<file path="config.mk">
export PLATFORM = sky130hd
export DESIGN_NAME = dvl_top
export DESIGN_NICKNAME = d
export VERILOG_FILES = /design/src/hw/dvl_pkg.sv /design/src/hw/dvl_vid_chan.sv /design/src/hw/dvl_top.sv
export VERILOG_INCLUDE_DIRS = /design/src /design/src/hw
export SDC_FILE = /design/constraint.sdc
export NUM_CORES = 1
export LEC_CHECK = 0
export BUFFER_PORTS_ARGS = -buffer_cell sky130_fd_sc_hd__buf_2
export CAP_MARGIN = 20
export CORE_ASPECT_RATIO = 0.75
export CORE_MARGIN = 1
export CORE_UTILIZATION = 47
export CTS_CLUSTER_SIZE = 20
export DETAILED_ROUTE_END_ITERATION = 7
export PLACE_DENSITY = 0.66
export REMOVE_ABC_BUFFERS = 1
export SKIP_CTS_REPAIR_TIMING = 1
export SKIP_LAST_GASP = 1
export SLEW_MARGIN = 15
export SYNTH_ARGS = -nofsm -noshare
export SYNTH_HDL_FRONTEND = slang
export SYNTH_HIERARCHICAL = 1
export SYNTH_SLANG_ARGS = --single-unit
export TNS_END_PERCENT = 50
</file>
<file path="constraint.sdc">
create_clock -name clk -period 7.07 [get_ports clk]
set_clock_uncertainty 0.15 [all_clocks]
set_input_delay 1.0605 -clock clk [delete_from_list [all_inputs] [get_ports clk]]
set_output_delay 1.0605 -clock clk [all_outputs]
set_load 0.01 [all_outputs]
</file>
<file path="src/hw/dvl_cfg.svh">
// named constants for the dynamic core voltage limit checker
// assumes a 50 MHz clock; voltages are held in quarter-millivolt units
`ifndef DVL_CFG_SVH
`define DVL_CFG_SVH
// ==========================================================
// timing
`define DVL_CLK_MHZ       50
`define DVL_CLK_PER       20
`define DVL_CONV_MS       100
`define DVL_WIN_US        1500
`define DVL_CONV_CYC      (`DVL_CONV_MS * 1000 * `DVL_CLK_MHZ)
`define DVL_WIN_CYC       (`DVL_WIN_US * `DVL_CLK_MHZ)
`define DVL_NSAMP         64
`define DVL_AVG_SHIFT     6
`define DVL_SKEW_DLY      400
`define DVL_SKEW_CYC      ((`DVL_SKEW_DLY + `DVL_CLK_PER - 1) / `DVL_CLK_PER)
// ==========================================================
// voltage scaling, quarter mV units
`define DVL_UPPER_CAP     15'h18CE
`define DVL_CORE_LSB      15'h0030
`define DVL_A_BASE        15'h1900
`define DVL_A_STEP        15'h0032
`define DVL_A_OFF         7'h3F
`define DVL_B_BASE        15'h1900
`define DVL_B_STEP        15'h0019
`define DVL_B_OFF         7'h7F
`define DVL_C_BASE        15'h1964
`define DVL_C_STEP        15'h0019
`define DVL_C_OFF         7'h00
// ==========================================================
// register map, byte offsets
`define DVL_OFF_CTRL      8'h00
`define DVL_OFF_UPOFF     8'h04
`define DVL_OFF_LOOFF     8'h08
`define DVL_OFF_STATLIM   8'h0C
`define DVL_OFF_ERR_BMC   8'h10
`define DVL_OFF_ERR_HOST  8'h14
`define DVL_OFF_AVG1      8'h18
`define DVL_OFF_AVG2      8'h1C
`define DVL_OFF_TEMP      8'h20
// ==========================================================
// fields and reset values
`define DVL_CTRL_EN       0
`define DVL_CTRL_MODE     1
`define DVL_CTRL_R11      3
`define DVL_CTRL_R15      4
`define DVL_ERR_GPI       4
`define DVL_AVG_SKIP      16
`define DVL_AVG_UPDIS     17
`define DVL_CTRL_RST      5'h00
`define DVL_OFF_RST       15'h00C8
`define DVL_STATLIM_RST   32'h00FF_00FF
`endif

</file>
<file path="src/hw/dvl_pkg.sv">
// types for the dynamic core voltage limit checker
// assumes dvl_cfg.svh for all numeric constants
package dvl_pkg;
  // ==========================================================
  // regulator modes and sequencer states
  typedef enum logic [1:0] {
    DVL_MODE_A = 2'h0,
    DVL_MODE_B = 2'h1,
    DVL_MODE_C = 2'h2
  } dvl_mode_e;
  typedef enum logic [2:0] {
    ST_IDLE = 3'h0,
    ST_HOLD = 3'h1,
    ST_WIN  = 3'h3,
    ST_CMP  = 3'h2,
    ST_CHK  = 3'h6
  } dvl_state_e;
endpackage : dvl_pkg

</file>
<file path="src/hw/dvl_vid_chan.sv">
// one identification channel: skew filter, code table, window average
// assumes window strobes from the sequencer in dvl_top
`timescale 1ns/10ps
`include "dvl_cfg.svh"
module dvl_vid_chan
  import dvl_pkg::*;
#(
  parameter int VW = 15
) (
  input  wire logic          clk,
  input  wire logic          rst_n,
  input  wire dvl_mode_e     mode,
  input  wire logic [5:0]    vid_lines,
  input  wire logic          vid_bit6,
  input  wire logic          win_start,
  input  wire logic          sample_tick,
  input  wire logic          win_end,
  output logic      [VW-1:0] avg_reg,
  output logic               skip_reg
);
  localparam int SKEW = `DVL_SKEW_CYC;
  localparam int SW   = VW + `DVL_AVG_SHIFT;
  logic [6:0]    vid_now;
  logic [6:0]    cand_reg;
  logic [6:0]    stable_reg;
  logic [7:0]    cnt_reg;
  logic [VW-1:0] volt;
  logic          is_off;
  logic [SW-1:0] sum_reg;
  logic          off_seen_reg;
  wire           same    = (vid_now == cand_reg);
  wire           settled = same && (cnt_reg == 8'(SKEW - 1));
  // ==========================================================
  // code width per mode; bit six only outside mode a
  assign vid_now = (mode == DVL_MODE_A) ? {1'b0, vid_lines} : {vid_bit6, vid_lines}; // [RULE3] [RULE15]
  // code table to nominal voltage
  always_comb begin // [RULE18]
    case (mode)
      DVL_MODE_A: begin
        is_off = (stable_reg == `DVL_A_OFF);
        volt   = `DVL_A_BASE - {8'h00, stable_reg} * `DVL_A_STEP;
      end
      DVL_MODE_B: begin
        is_off = (stable_reg == `DVL_B_OFF);
        volt   = `DVL_B_BASE - {8'h00, stable_reg} * `DVL_B_STEP;
      end
      default: begin
        is_off = (stable_reg == `DVL_C_OFF);
        volt   = `DVL_C_BASE - {8'h00, stable_reg} * `DVL_C_STEP;
      end
    endcase
  end
  // ==========================================================
  // skew filter: a code counts only once stable long enough
  always_ff @(posedge clk or negedge rst_n) begin
    if (!rst_n) begin
      cand_reg   <= 7'h00;
      cnt_reg    <= 8'h00;
      stable_reg <= 7'h00;
    end else begin
      cand_reg <= vid_now;
      cnt_reg  <= (!same || settled) ? 8'h00 : cnt_reg + 8'h01; // [RULE6]
      if (settled) begin
        stable_reg <= cand_reg; // [RULE6]
      end
    end
  end
  // window accumulation and averaged result
  always_ff @(posedge clk or negedge rst_n) begin
    if (!rst_n) begin
      sum_reg      <= '0;
      off_seen_reg <= 1'b0;
      avg_reg      <= '0;
      skip_reg     <= 1'b0;
    end else begin
      if (win_start) begin
        sum_reg      <= '0;
        off_seen_reg <= 1'b0;
      end else if (sample_tick) begin
        sum_reg      <= sum_reg + {{`DVL_AVG_SHIFT{1'b0}}, volt}; // [RULE7]
        off_seen_reg <= off_seen_reg | is_off; // [RULE12]
      end
      if (win_end) begin
        avg_reg  <= sum_reg[SW-1:`DVL_AVG_SHIFT]; // [RULE7]
        skip_reg <= off_seen_reg; // [RULE12]
      end
    end
  end
endmodule : dvl_vid_chan

</file>
<file path="src/hw/dvl_top.sv">
// dynamic core voltage limit checker with APB register slave
// assumes synchronous converter results and identification inputs
// Overview of operation
// (RULE1) one identification channel per processor
// (RULE2) static limit checks run beside dynamic
// (RULE3) three selectable modes set code meaning
// (RULE4) processor steps code slowly in mode a
// (RULE5) code changes at most every 5 us
// (RULE6) skew glitches on code lines filtered
// (RULE7) compare against window average, not instant
// (RULE8) averaging window lasts 1.5 ms
// (RULE9) limits are average plus/minus offsets
// (RULE10) outside limits raises channel error event
// (RULE11) all comparisons run every 100 ms
// (RULE12) off code in window skips check
// (RULE13) software sizes offsets for accuracy
// (RULE14) upper check dropped above 1.5875 V
// (RULE15) mode a: bit-six pins are inputs
// (RULE16) inputs eleven, fifteen routed to fans
// (RULE17) routed temperature value has msb inverted
// (RULE18) codes translated via mode table first
`timescale 1ns/10ps
`include "dvl_cfg.svh"
module dvl_top
  import dvl_pkg::*;
#(
  parameter int CONV_CYC = `DVL_CONV_CYC,
  parameter int WIN_CYC  = `DVL_WIN_CYC
) (
  input  wire logic        clk,
  input  wire logic        rst_n,
  input  wire logic        psel,
  input  wire logic        penable,
  input  wire logic        pwrite,
  input  wire logic [31:0] paddr,
  input  wire logic [31:0] pwdata,
  output logic      [31:0] prdata,
  output logic             pready,
  output logic             pslverr,
  input  wire logic [5:0]  cpu_one_voltage_id_lines,
  input  wire logic [5:0]  cpu_two_voltage_id_lines,
  input  wire logic        cpu_one_seventh_voltage_id_bit,
  input  wire logic        cpu_two_seventh_voltage_id_bit,
  input  wire logic [7:0]  cpu_one_core_voltage_input,
  input  wire logic [7:0]  cpu_two_core_voltage_input,
  input  wire logic [7:0]  analog_input_eleven,
  input  wire logic [7:0]  analog_input_fifteen,
  output logic      [7:0]  fan_temp_eleven,
  output logic      [7:0]  fan_temp_fifteen,
  output logic      [1:0]  dyn_err_evt,
  output logic      [1:0]  static_err_evt
);
  localparam int VW       = 15;
  localparam int SUB      = WIN_CYC / `DVL_NSAMP;
  localparam int HOLD_CYC = CONV_CYC - WIN_CYC - 2; // window keeps its full length
  // ==========================================================
  // register state
  logic [4:0]    ctrl_reg;
  logic [VW-1:0] up_off_reg;
  logic [VW-1:0] lo_off_reg;
  logic [31:0]   statlim_reg;
  logic [3:0]    err_bmc_reg;
  logic [3:0]    err_host_reg;
  logic [1:0]    updis_reg;
  logic [31:0]   prdata_reg;
  dvl_state_e    state_reg;
  dvl_state_e    state_next;
  logic [31:0]   cnt_reg;
  logic [31:0]   cnt_next;
  logic [15:0]   sub_reg;
  logic [7:0]    t11_reg;
  logic [7:0]    t15_reg;
  logic [1:0]    dyn_evt_reg;
  logic [1:0]    st_evt_reg;
  // ==========================================================
  // APB decode
  wire [7:0] addr     = paddr[7:0];
  wire       hi_zero  = (paddr[31:8] == 24'h00_0000);
  wire       hit_ctrl = hi_zero && (addr == `DVL_OFF_CTRL);
  wire       hit_up   = hi_zero && (addr == `DVL_OFF_UPOFF);
  wire       hit_lo   = hi_zero && (addr == `DVL_OFF_LOOFF);
  wire       hit_sl   = hi_zero && (addr == `DVL_OFF_STATLIM);
  wire       hit_eb   = hi_zero && (addr == `DVL_OFF_ERR_BMC);
  wire       hit_eh   = hi_zero && (addr == `DVL_OFF_ERR_HOST);
  wire       hit_a1   = hi_zero && (addr == `DVL_OFF_AVG1);
  wire       hit_a2   = hi_zero && (addr == `DVL_OFF_AVG2);
  wire       hit_tp   = hi_zero && (addr == `DVL_OFF_TEMP);
  wire       mapped   = hit_ctrl | hit_up | hit_lo | hit_sl | hit_eb | hit_eh
                      | hit_a1 | hit_a2 | hit_tp;
  wire       setup    = psel && !penable;
  wire       wr       = psel && penable && pwrite && mapped;
  assign pready  = 1'b1;
  assign pslverr = psel && penable && !mapped;
  assign prdata  = prdata_reg;
  // ==========================================================
  // control fields
  wire       en      = ctrl_reg[`DVL_CTRL_EN];
  wire [1:0] mode_f  = ctrl_reg[`DVL_CTRL_MODE +: 2];
  wire       r11     = ctrl_reg[`DVL_CTRL_R11];
  wire       r15     = ctrl_reg[`DVL_CTRL_R15];
  dvl_mode_e mode;
  assign mode = (mode_f == 2'h0) ? DVL_MODE_A : (mode_f == 2'h1) ? DVL_MODE_B : DVL_MODE_C; // [RULE3]
  // bit-six pins read back as inputs in mode a
  wire [1:0] gpi = (mode == DVL_MODE_A) ?
                   {cpu_two_seventh_voltage_id_bit, cpu_one_seventh_voltage_id_bit} : 2'h0; // [RULE15]
  // ==========================================================
  // conversion-cycle sequencer: hold, window, capture, check
  wire win_start   = (state_reg == ST_HOLD) && (cnt_reg == 32'(HOLD_CYC - 1));
  wire sample_tick = (state_reg == ST_WIN) && (sub_reg == 16'(SUB - 1)); // [RULE8]
  wire win_end     = (state_reg == ST_CMP);
  wire chk         = (state_reg == ST_CHK); // [RULE11]
  always_comb begin
    state_next = state_reg;
    cnt_next   = cnt_reg + 32'h0000_0001;
    case (state_reg)
      ST_IDLE: begin
        cnt_next = 32'h0000_0000;
        if (en) begin
          state_next = ST_HOLD;
        end
      end
      ST_HOLD: begin
        if (win_start) begin
          state_next = ST_WIN;
          cnt_next   = 32'h0000_0000;
        end
      end
      ST_WIN: begin
        if (cnt_reg == 32'(WIN_CYC - 1)) begin // [RULE8]
          state_next = ST_CMP;
          cnt_next   = 32'h0000_0000;
        end
      end
      ST_CMP: state_next = ST_CHK;
      ST_CHK: begin
        state_next = ST_HOLD;
        cnt_next   = 32'h0000_0000;
      end
      default: begin
        state_next = ST_IDLE;
        cnt_next   = 32'h0000_0000;
      end
    endcase
    if (!en) begin
      state_next = ST_IDLE;
      cnt_next   = 32'h0000_0000;
    end
  end
  // sequencer registers
  always_ff @(posedge clk or negedge rst_n) begin
    if (!rst_n) begin
      state_reg <= ST_IDLE;
      cnt_reg   <= 32'h0000_0000;
      sub_reg   <= 16'h0000;
    end else begin
      state_reg <= state_next;
      cnt_reg   <= cnt_next;
      sub_reg   <= (win_start || sample_tick) ? 16'h0000 : sub_reg + 16'h0001;
    end
  end
  // ==========================================================
  // per-processor channels and comparisons
  wire [5:0]    vid_l [2];
  wire          vid_6 [2];
  wire [7:0]    rd    [2];
  wire [VW-1:0] avg   [2];
  wire          skip  [2];
  wire [1:0]    dyn_hit;
  wire [1:0]    st_hit;
  wire [1:0]    updis;
  assign vid_l[0] = cpu_one_voltage_id_lines;
  assign vid_l[1] = cpu_two_voltage_id_lines;
  assign vid_6[0] = cpu_one_seventh_voltage_id_bit;
  assign vid_6[1] = cpu_two_seventh_voltage_id_bit;
  assign rd[0]    = cpu_one_core_voltage_input;
  assign rd[1]    = cpu_two_core_voltage_input;
  for (genvar i = 0; i < 2; i++) begin : g_ch
    wire [VW-1:0] rv     = {7'h00, rd[i]} * `DVL_CORE_LSB;
    wire [VW:0]   up_lim = {1'b0, avg[i]} + {1'b0, up_off_reg}; // [RULE9]
    wire [VW:0]   lo_sum = {1'b0, rv} + {1'b0, lo_off_reg}; // [RULE9]
    wire          no_up  = up_lim > {1'b0, `DVL_UPPER_CAP}; // [RULE14]
    wire          hi_err = !no_up && ({1'b0, rv} > up_lim); // [RULE10]
    wire          lo_err = lo_sum < {1'b0, avg[i]}; // [RULE10]
    wire [7:0]    s_hi   = statlim_reg[16*i +: 8];
    wire [7:0]    s_lo   = statlim_reg[16*i+8 +: 8];
    assign updis[i]   = no_up;
    assign dyn_hit[i] = chk && !skip[i] && (hi_err || lo_err); // [RULE1] [RULE12]
    assign st_hit[i]  = chk && ((rd[i] > s_hi) || (rd[i] < s_lo)); // [RULE2]
    dvl_vid_chan #(
      .VW (VW)
    ) u_chan (
      .clk         (clk),
      .rst_n       (rst_n),
      .mode        (mode),
      .vid_lines   (vid_l[i]),
      .vid_bit6    (vid_6[i]),
      .win_start   (win_start),
      .sample_tick (sample_tick),
      .win_end     (win_end),
      .avg_reg     (avg[i]),
      .skip_reg    (skip[i])
    );
  end
  // ==========================================================
  // sticky error status; a set beats a same-cycle clear
  wire [3:0] err_set = {st_hit, dyn_hit};
  wire [3:0] clr_b   = (wr && hit_eb) ? pwdata[3:0] : 4'h0;
  wire [3:0] clr_h   = (wr && hit_eh) ? pwdata[3:0] : 4'h0;
  always_ff @(posedge clk or negedge rst_n) begin
    if (!rst_n) begin
      err_bmc_reg  <= 4'h0;
      err_host_reg <= 4'h0;
      updis_reg    <= 2'h0;
      dyn_evt_reg  <= 2'h0;
      st_evt_reg   <= 2'h0;
    end else begin
      err_bmc_reg  <= (err_bmc_reg & ~clr_b) | err_set; // [RULE10]
      err_host_reg <= (err_host_reg & ~clr_h) | err_set; // [RULE10]
      dyn_evt_reg  <= dyn_hit; // [RULE10]
      st_evt_reg   <= st_hit; // [RULE2]
      if (chk) begin
        updis_reg <= updis; // [RULE14]
      end
    end
  end
  assign dyn_err_evt    = dyn_evt_reg;
  assign static_err_evt = st_evt_reg;
  // ==========================================================
  // software-written configuration
  always_ff @(posedge clk or negedge rst_n) begin
    if (!rst_n) begin
      ctrl_reg    <= `DVL_CTRL_RST;
      up_off_reg  <= `DVL_OFF_RST;
      lo_off_reg  <= `DVL_OFF_RST;
      statlim_reg <= `DVL_STATLIM_RST;
    end else if (wr) begin
      if (hit_ctrl) ctrl_reg    <= pwdata[4:0];
      if (hit_up)   up_off_reg  <= pwdata[VW-1:0]; // [RULE9]
      if (hit_lo)   lo_off_reg  <= pwdata[VW-1:0]; // [RULE9]
      if (hit_sl)   statlim_reg <= pwdata;
    end
  end
  // ==========================================================
  // read mux, captured during the setup cycle
  wire [31:0] err_rd_b = {26'h000_0000, gpi, err_bmc_reg}; // [RULE15]
  wire [31:0] err_rd_h = {26'h000_0000, gpi, err_host_reg}; // [RULE15]
  wire [31:0] avg_rd1  = {14'h0000, updis_reg[0], skip[0], 1'b0, avg[0]};
  wire [31:0] avg_rd2  = {14'h0000, updis_reg[1], skip[1], 1'b0, avg[1]};
  wire [31:0] rd_mux   = hit_ctrl ? {27'h000_0000, ctrl_reg} :
                         hit_up   ? {17'h0_0000, up_off_reg} :
                         hit_lo   ? {17'h0_0000, lo_off_reg} :
                         hit_sl   ? statlim_reg :
                         hit_eb   ? err_rd_b :
                         hit_eh   ? err_rd_h :
                         hit_a1   ? avg_rd1 :
                         hit_a2   ? avg_rd2 :
                         hit_tp   ? {16'h0000, t15_reg, t11_reg} : 32'h0000_0000;
  always_ff @(posedge clk or negedge rst_n) begin
    if (!rst_n) begin
      prdata_reg <= 32'h0000_0000;
    end else if (setup) begin
      prdata_reg <= pwrite ? 32'h0000_0000 : rd_mux;
    end
  end
  // ==========================================================
  // temperature routing to fan control, signed by msb inversion
  always_ff @(posedge clk or negedge rst_n) begin
    if (!rst_n) begin
      t11_reg <= 8'h00;
      t15_reg <= 8'h00;
    end else begin
      t11_reg <= r11 ? {~analog_input_eleven[7], analog_input_eleven[6:0]} : 8'h00; // [RULE16] [RULE17]
      t15_reg <= r15 ? {~analog_input_fifteen[7], analog_input_fifteen[6:0]} : 8'h00; // [RULE16] [RULE17]
    end
  end
  assign fan_temp_eleven  = t11_reg;
  assign fan_temp_fifteen = t15_reg;
  // ==========================================================
  // checks: cycle-period helper and properties
  logic [31:0] per_reg;
  logic        seen_reg;
  always_ff @(posedge clk or negedge rst_n) begin
    if (!rst_n) begin
      per_reg  <= 32'h0000_0000;
      seen_reg <= 1'b0;
    end else begin
      per_reg  <= chk ? 32'h0000_0000 : per_reg + 32'h0000_0001;
      seen_reg <= chk | (seen_reg & en);
    end
  end
endmodule : dvl_top

</file>
==> results_dict.tcl, run 1 <==
set metrics [dict create \
    routabilityCongestion 0.945 \
    crit_fanout 7 \
    synthTopCellsByArea "dfrtp_1, ha_1, mux2_2" \
    period_needed_ns 5.72 \
    p_leak_nw 12.0 \
    routedWlPerCell_um 20.2 \
    synth_flop_cell "dfrtp_1" \
    grt_max_degree 169 \
    ys_types 110 \
    overflow 0 \
    fin_nets 2841 \
    dieArea_um2 48100 \
    syn2layout_area_growth_pct 12.4 \
    tightest_slew_ns 1.22 \
    r2r-start "g_ch[1].u_chan/stable_reg[2]" \
    track_usage_pct 26.5 \
    core_um2 46300 \
    postSynthCellCount 2309 \
    multi_input_area_um2 13800 \
    start_util_pct 47.9 \
    instances_no_fill 3123 \
    antenna_cells 0 \
    clockRootBuffer "clkbuf_16" \
    portBuffers 167 \
    insertion_delay_ns 0.58 \
    placed_cells_incl_taps 3057 \
    drt-initial-drc-count 1572 \
    cp.arrival_ns 6.02 \
    max_freq_mhz 175 \
    max-vdd-ir-drop_v 0.000198 \
    max_cap_violations 0 \
    syn_avg_cell_area_um2 9.61 \
    ctsLongestPathBuffers 3 \
    nFillCells 4183 \
    status "finished clean" \
    tns_ns 0 \
    critPathCaptureType "flip-flop" \
    largest_register_ffs 42 \
    drv_slew 0 \
    row_count 68 \
    synth_top_area_share_pct 31.4 \
    cts_sinks 300 \
    power.density_nw_per_um2 162 \
    drc 0 \
    yosysSeqAreaShare_pct 34.0 \
    wirelength_um 63200 \
    ios 169 \
    num_vias 18500 \
    grt_pass1_wl_um 99600 \
    worstSetupPathType "reg -> reg" \
    cts_tree "done" \
    yosysMostFrequentCell "dfrtp_1" \
    hold_violations 0 \
    slew_headroom_pct 18.1 \
    die_w_um 253 \
    grt_pass1_vias 17700 \
    synth_seq_cells 300 \
    total_power_mw 4.04 \
    htreeDepth 2 \
    hold_path.class "in -> async" \
    synth_edf_count 0 \
    clkTransAtPathRegs_ns 0.06 \
    grt_antenna_before_repair 0 \
    yosysTopAreaCell "dfrtp_1" \
    seq_area_um2 7530 \
    dpl.hpwl_um 48700 \
    rsz0062_at_grt "false" \
    yosysWarnings 6 \
    drt_first_pass_iters 6 \
    period_share_pct 80.8 \
    drive_gt1_share_pct 17.9 \
    syn-cell-area_um2 22200 \
    cp.required_ns 7.38 \
    cp-start-kind "flip-flop" \
    synth_async_sr_flop_share_pct 100 \
    antenna_left 0 \
    setup-violations-final 0 \
    dieHeight_um 190 \
    numCtsBuffers 35 \
    vias_per_cell 5.93 \
    crit_path_start "g_ch[1].u_chan/stable_reg[2]" \
    synth_common_cells "dfrtp_1, ha_1, nor2_1, inv_1, nand2_1" \
]
## placed cells by master (no fill, tap or decap), types with 66 or more instances in the layout
cell,count
a21o_1,66
dfrtp_1,278
nor2_1,185
ha_1,248
inv_1,159
nand3_1,81
a21oi_1,121
xor2_1,70
xnor2_1,91
o21ai_0,80
buf_2,166
mux2_2,109
nand2_1,134
## through the flow
step / worst slack (ns) / util, % / area, um2 / hold WS [ns]
floorplan: 1.36 / - / 21900 / 0.292
global placement: 1.53 / 51.1 / 23700 / 0.311
detailed placement: 1.43 / 51.1 / 23700 / 0.319
CTS: 1.39 / 53.8 / 24900 / 0.276
global route: 0.974 / 53.8 / 24900 / 0.312
finish: 1.35 / 53.8 / 24900 / 0.276
## worst paths after layout
check,cells after the start,slack [ns],end
max in group asynchronous,2,5.15,g_ch[0].u_chan/sum_reg[6]
min in group clk,2,0.34,err_bmc_reg[3]
max,21,1.35,g_ch[1].u_chan/sum_reg[20]
max reg2reg,21,1.35,g_ch[1].u_chan/sum_reg[20]
min reg2reg,2,0.34,err_bmc_reg[3]
min,1,0.28,prdata[26]
## metal layers
layer | share of wire (%) | global-route usage, % | wire length, um
met4 | 2.7 | 8.23 | 1720
met5 | 0.11 | 1.02 | 69
met3 | 9.2 | 8.14 | 5810
met1 | 48 | 38.9 | 30300
met2 | 40 | 36.4 | 25300
## worst max-delay path, stage by stage, from the launching register on
cell and delay (ns):
dfrtp_1 0.42, inv_1 0.12, ha_1 0.31, ha_1 0.33, fa_1 0.49, ha_1 0.36, xor2_1 0.31, ha_1 0.33
a21oi_1 0.16, o21ai_0 0.15, a21boi_1 0.32, nor3_1 0.08, a21oi_1 0.14, o32ai_1 0.10, ha_1 0.38, a21o_1 0.24
nand2_1 0.07, nand2_1 0.05, a21o_1 0.21, a221o_1 0.43, nand3_1 0.12, mux2_2 0.33
## cell type report
| type | instances | share of cell area, % |
|---|---|---|
| Multi-Input combinational cell | 1785 | 55.3 |
| Sequential cell | 300 | 30.2 |
| Timing Repair Buffer | 184 | 3.96 |
| Clock buffer | 45 | 3.87 |
| Tap cell | 630 | 3.16 |
| Inverter | 160 | 2.41 |
| Clock inverter | 19 | 1.11 |
## power by group
part	switching, mW	leakage, nW	internal, mW
Combinational	0.212	7.35	0.136
Clock	0.802	0.604	1.17
Sequential	0.00340	4.03	1.72
## kinds of logic after synthesis
| logic type | share of synthesized area, % |
|---|---|
| simple gates | 16.9 |
| compound gates | 16.4 |
| flops | 34.0 |
| fa+ha+maj | 15.1 |
| buf+inv | 4.01 |
| xor+xnor | 6.70 |
| mux | 6.98 |
| other cells | 0.0169 |
Power figures use the tool's default switching activity.
==> run 2, diff against run 1 <==
clock period = 5.7 ns   (was 7.07 ns; I/O delays follow)
==> run 2 against run 1 <==
  * Via count about the same
  * Hold slack got worse by 0.18 ns
  * Non-clock buffer count increased by 6
  * Clock-buffer cell count decreased by 2
  * Sequential share of layout area about the same
  * Power increased by 22%
  * Critical endpoint unchanged
  * Global-route usage decreased by 0.61 points
  * Clock power increased by 19%
  * Combinational power increased by 24%
  * Largest cell class unchanged
  * Sequential power increased by 24%
  * Core utilization increased by 0.084 points
  * Cell count about the same
  * Highest routed layer is now met4
==> results_dict.tcl, run 2 (synthesis gave the netlist of run 1 again) <==
set metrics [dict create \
    status "finished clean" \
    pwr-share-clk_pct 47.7 \
    portBuffers 167 \
    routabilityCongestion 0.926 \
    cts_tree "done" \
    slew_headroom_pct 25.5 \
    cp.required_ns 5.96 \
    critPathCaptureType "flip-flop" \
    period_share_pct 97.0 \
    grt_pass1_wl_um 98000 \
    dieArea_um2 48100 \
    r2r_slack_ns 0.17 \
    insertion_delay_ns 0.55 \
    fin_nets 2846 \
    setup_ws_ns 0.172 \
    final_util_pct 53.9 \
    row_count 68 \
    drive_gt1_share_pct 18.4 \
    antenna_left 0 \
    nFillCells 4158 \
    drt_first_pass_iters 6 \
    swShare_pct 25.1 \
    drc 0 \
    drt-initial-drc-count 1553 \
    grt_antenna_before_repair 0 \
    power.density_nw_per_um2 197 \
    largest_register_ffs 42 \
    cp-start-kind "flip-flop" \
    max_cap_violations 0 \
    dpl.hpwl_um 48200 \
    max_freq_mhz 181 \
    ios 169 \
    start_util_pct 47.9 \
    clkTransAtPathRegs_ns 0.06 \
    internal_power_mw 3.68 \
    drv_slew 0 \
    seq_power_share_pct 43.6 \
    htreeDepth 2 \
    hold_path.class "in -> async" \
    rsz0062_at_grt "true" \
    antenna_cells 0 \
    crit_fanout 9 \
    reg2reg_depth 21 \
    dpl_worst_slack_ns 0.0294 \
    track_usage_pct 25.8 \
    clockRootBuffer "clkbuf_16" \
    routedWlPerCell_um 20.0 \
    period_needed_ns 5.53 \
    power_switching_mw 1.23 \
    syn2layout_area_growth_pct 12.5 \
    mostFrequentLayoutCell "dfrtp_1" \
    grt_pass1_vias 17500 \
    worstSetupPathType "reg -> reg" \
    combinationalPowerShare_pct 8.8 \
    numCtsBuffers 34 \
    grt_max_degree 130 \
    num_vias 18500 \
    die_w_um 253 \
    total_power_mw 4.91 \
    tightest_slew_ns 1.11 \
    setup-violations-final 0 \
    overflow 0 \
    cts_sinks 300 \
    core_um2 46300 \
    vias_per_cell 5.92 \
    p_leak_nw 12.0 \
    final_cell_mix "dfrtp_1, ha_1, nor2_1" \
    placed_area_um2 23700 \
    max-vdd-ir-drop_v 0.000216 \
    hold_violations 0 \
    dieHeight_um 190 \
    stdcell_area_um2 25000 \
    cp.arrival_ns 5.79 \
    ctsLongestPathBuffers 3 \
    wirelength_um 62600 \
]
run 2: changes by cell type in the layout (fill, tap and decap cells not counted), moves of 2 or more:
cell	previous run	this run
buf_4	16	22
clkbuf_1	5	3
clkinv_2	5	2
clkinv_4	3	1
clkinvlp_4	2	4
ha_1	248	246
inv_6	1	4
o21ai_0	80	77
o21ai_1	6	8
run 2: area by class of cell:
class | count | area [um2] | share of cell area [%]
clock buffers | 43 | 945 | 3.78
clock inverters | 17 | 231 | 0.927
inverters | 160 | 601 | 2.41
multi-input cells | 1785 | 13800 | 55.4
flip-flops and latches | 300 | 7530 | 30.2
well taps | 630 | 788 | 3.16
repair buffers | 190 | 1030 | 4.13
run 2: critical path: stages, from the launching register on:
cell and delay, ns:
dfrtp_1 0.43, inv_1 0.17, ha_1 0.27, ha_1 0.30
ha_1 0.30, inv_1 0.06, fa_2 0.54, ha_4 0.31
inv_1 0.08, o41ai_4 0.39, a21oi_1 0.13, o21ai_1 0.19
nand2_1 0.12, o32ai_1 0.25, or3_1 0.15, ha_1 0.31
nand2_1 0.09, nand2_1 0.06, a21o_1 0.20, a221o_1 0.43
nand3_1 0.12, mux2_2 0.34
run 2: final timing paths:
kind                                                   start                         end
worst min-delay path                                   rst_n                  prdata[26]
worst min register to register     g_ch[0].u_chan/cnt_reg[0]   g_ch[0].u_chan/cnt_reg[0]
worst max register to register  g_ch[1].u_chan/stable_reg[2]  g_ch[1].u_chan/sum_reg[20]
min in group clk                 cpu_one_voltage_id_lines[1]  g_ch[0].u_chan/cand_reg[1]
worst max-delay path            g_ch[1].u_chan/stable_reg[2]  g_ch[1].u_chan/sum_reg[20]
max in group asynchronous                              rst_n  g_ch[0].u_chan/cand_reg[0]
run 2: power by group through the flow:
stage / Clock [mW] / Combinational, mW / Sequential [mW]
after floorplan: 0 / 0.240 / 2.18
after global placement: 0 / 0.410 / 2.18
after detailed placement: 0 / 0.427 / 2.18
after CTS: 2.39 / 0.430 / 2.14
after global routing: 2.47 / 0.485 / 2.14
final: 2.34 / 0.431 / 2.14
run 2: metrics by stage:
stage / instances / hold slack, ns / TNS, ns
final: 3125 / 0.0950 / 0
after global routing: 3125 / 0.165 / -0.118
after CTS: 3123 / 0.154 / 0
after detailed placement: 3063 / 0.328 / 0
after global placement: 3063 / 0.310 / 0
after floorplan: 2245 / 0.292 / -0.00689
run 2: layer usage:
metal	share of wire (%)	global-route usage (%)	wire length, um	vias up
met4	1.6	5.17	992	0
met3	8.6	5.45	5380	75
met5	0	0	0	-
li1	-	-	-	8734
met2	41	36.5	25900	618
met1	48	40.0	30300	9083
==> run 3, diff against run 2 <==
HOLD_SLACK_MARGIN = 0.05   (was not set)
clock period = 5.35 ns   (was 5.7 ns; I/O delays follow)
==> run 3 against run 2 <==
  * Cell count rose by 0.96%
  * Non-clock buffer count increased by 28
  * Largest power group unchanged
  * Routed wire length increased by 1.4%
  * Highest routed layer unchanged
  * Power up 7.2%
  * Via count up 0.52%
  * Critical endpoint unchanged
  * Sequential power is 7% higher
==> results_dict.tcl, run 3 (synthesis gave the netlist of run 1 again) <==
set metrics [dict create \
    cp.buffers_inverters 2 \
    busiest_layer "met1" \
    drc 0 \
    final_cell_mix "dfrtp_1, ha_1, nor2_1" \
    syn2layout_area_growth_pct 14.3 \
    vias_per_cell 5.90 \
    cts_tree "done" \
    holdWs_ns 0.0346 \
    htreeDepth 2 \
    max_cap_violations 0 \
    max_stage_delay_ns 0.59 \
    power.density_nw_per_um2 208 \
    grt_use_met3_pct 5.46 \
    cp-start-kind "flip-flop" \
    met1_usage_pct 40.5 \
    seq_area_um2 7540 \
    fin_nets 2874 \
    grt_max_degree 128 \
    period_needed_ns 5.18 \
    cp.arrival_ns 5.45 \
    critPathCaptureType "flip-flop" \
    grt_pass1_wl_um 99400 \
    grtUsageMet2_pct 36.9 \
    slowest_stage "fa_1" \
    track_usage_pct 26.1 \
    portBuffers 167 \
    dieHeight_um 190 \
    antenna_cells 0 \
    drt-initial-drc-count 1540 \
    grt_antenna_before_repair 0 \
    overflow 0 \
    instances_no_fill 3155 \
    grt_pass1_vias 17800 \
    row_count 68 \
    num_vias 18600 \
    setup-violations-final 0 \
    routedWlPerCell_um 20.1 \
    status "finished clean" \
    mostFrequentLayoutCell "dfrtp_1" \
    routabilityCongestion 0.959 \
    path_cells "inv_1 > ha_1 > ha_1 > fa_1 > ha_4 > xor2_2 > ha_1 > nand3_1 > o21ai_2 > a21boi_2 > buf_4 > o31ai_1 > o32ai_1 > ha_1 > a21o_1 > nand2_1 > nand2_1 > a21o_1 > a221o_1 > nand3_1 > mux2_2" \
    worstSetupPathType "reg -> reg" \
    insertion_delay_ns 0.53 \
    drive_gt1_share_pct 20.4 \
    clkTransAtPathRegs_ns 0.06 \
    slew_headroom_pct 27.2 \
    critical_path.top_delay_family "adder cells" \
    core_um2 46300 \
    max-vdd-ir-drop_v 0.000225 \
    cp.required_ns 5.62 \
    r2r_slack_ns 0.17 \
    p_leak_nw 12.2 \
    nFillCells 4113 \
    hold_violations 0 \
    total_power_mw 5.26 \
    start_util_pct 47.9 \
    tightest_slew_ns 1.08 \
    crit_top_cell "ha_1" \
    antenna_left 0 \
    die_w_um 253 \
    final_util_pct 54.8 \
    max_freq_mhz 193 \
    clockRootBuffer "clkbuf_16" \
    drv_slew 0 \
    wirelength_um 63400 \
    ios 169 \
    period_share_pct 96.8 \
    multi_input_area_um2 14000 \
    crit_fanout 4 \
    dpl.hpwl_um 48900 \
    hold_path.class "in -> async" \
    ctsLongestPathBuffers 3 \
    largest_register_ffs 42 \
    dieArea_um2 48100 \
    cts_sinks 300 \
    placed_cells_incl_taps 3079 \
    drt_first_pass_iters 7 \
    numCtsBuffers 34 \
]
==> run 3: power breakdown <==
part / leakage [nW] / switching [mW] / internal (mW) / total, mW
Sequential: 4.03 / 0.00439 / 2.28 / 2.28
Clock: 0.586 / 1.01 / 1.51 / 2.52
Combinational: 7.54 / 0.285 / 0.183 / 0.468
==> run 3: layout make-up <==
cell class / instances / area share [%]
clock buffers: 46 / 3.90
clock inverters: 16 / 0.809
inverters: 160 / 2.37
multi-input cells: 1785 / 55.1
flip-flops and latches: 300 / 29.7
well taps: 630 / 3.11
repair buffers: 218 / 4.95
==> run 3: path summary, 6_finish.rpt <==
kind                       cells after the start                            to                    startpoint
setup / recovery                              21    g_ch[1].u_chan/sum_reg[20]  g_ch[1].u_chan/stable_reg[2]
hold / removal                                 1                    prdata[26]                         rst_n
setup reg to reg                              21    g_ch[1].u_chan/sum_reg[20]  g_ch[1].u_chan/stable_reg[2]
hold reg to reg                                2               err_host_reg[2]               err_host_reg[2]
max in group asynchronous                      2  g_ch[0].u_chan/stable_reg[4]                         rst_n
min in group clk                               2            fan_temp_eleven[7]        analog_input_eleven[7]
==> run 3: metal layers <==
metal,routed length (um),vias up
li1,-,8784
met1,30700,9138
met2,26200,597
met3,5450,88
met4,1040,0
met5,0,-
==> run 3: stage by stage <==
stage / setup TNS (ns) / setup WS (ns) / instance area [um2]
2_1_floorplan: -3.59 / -0.357 / 21900
3_3_place_gp: 0 / 0.106 / 23800
3_5_place_dp: -0.0894 / -0.0423 / 23800
4_1_cts: -0.336 / -0.0815 / 25000
5_1_grt: -0.196 / -0.0488 / 25400
6_report: 0 / 0.172 / 25400
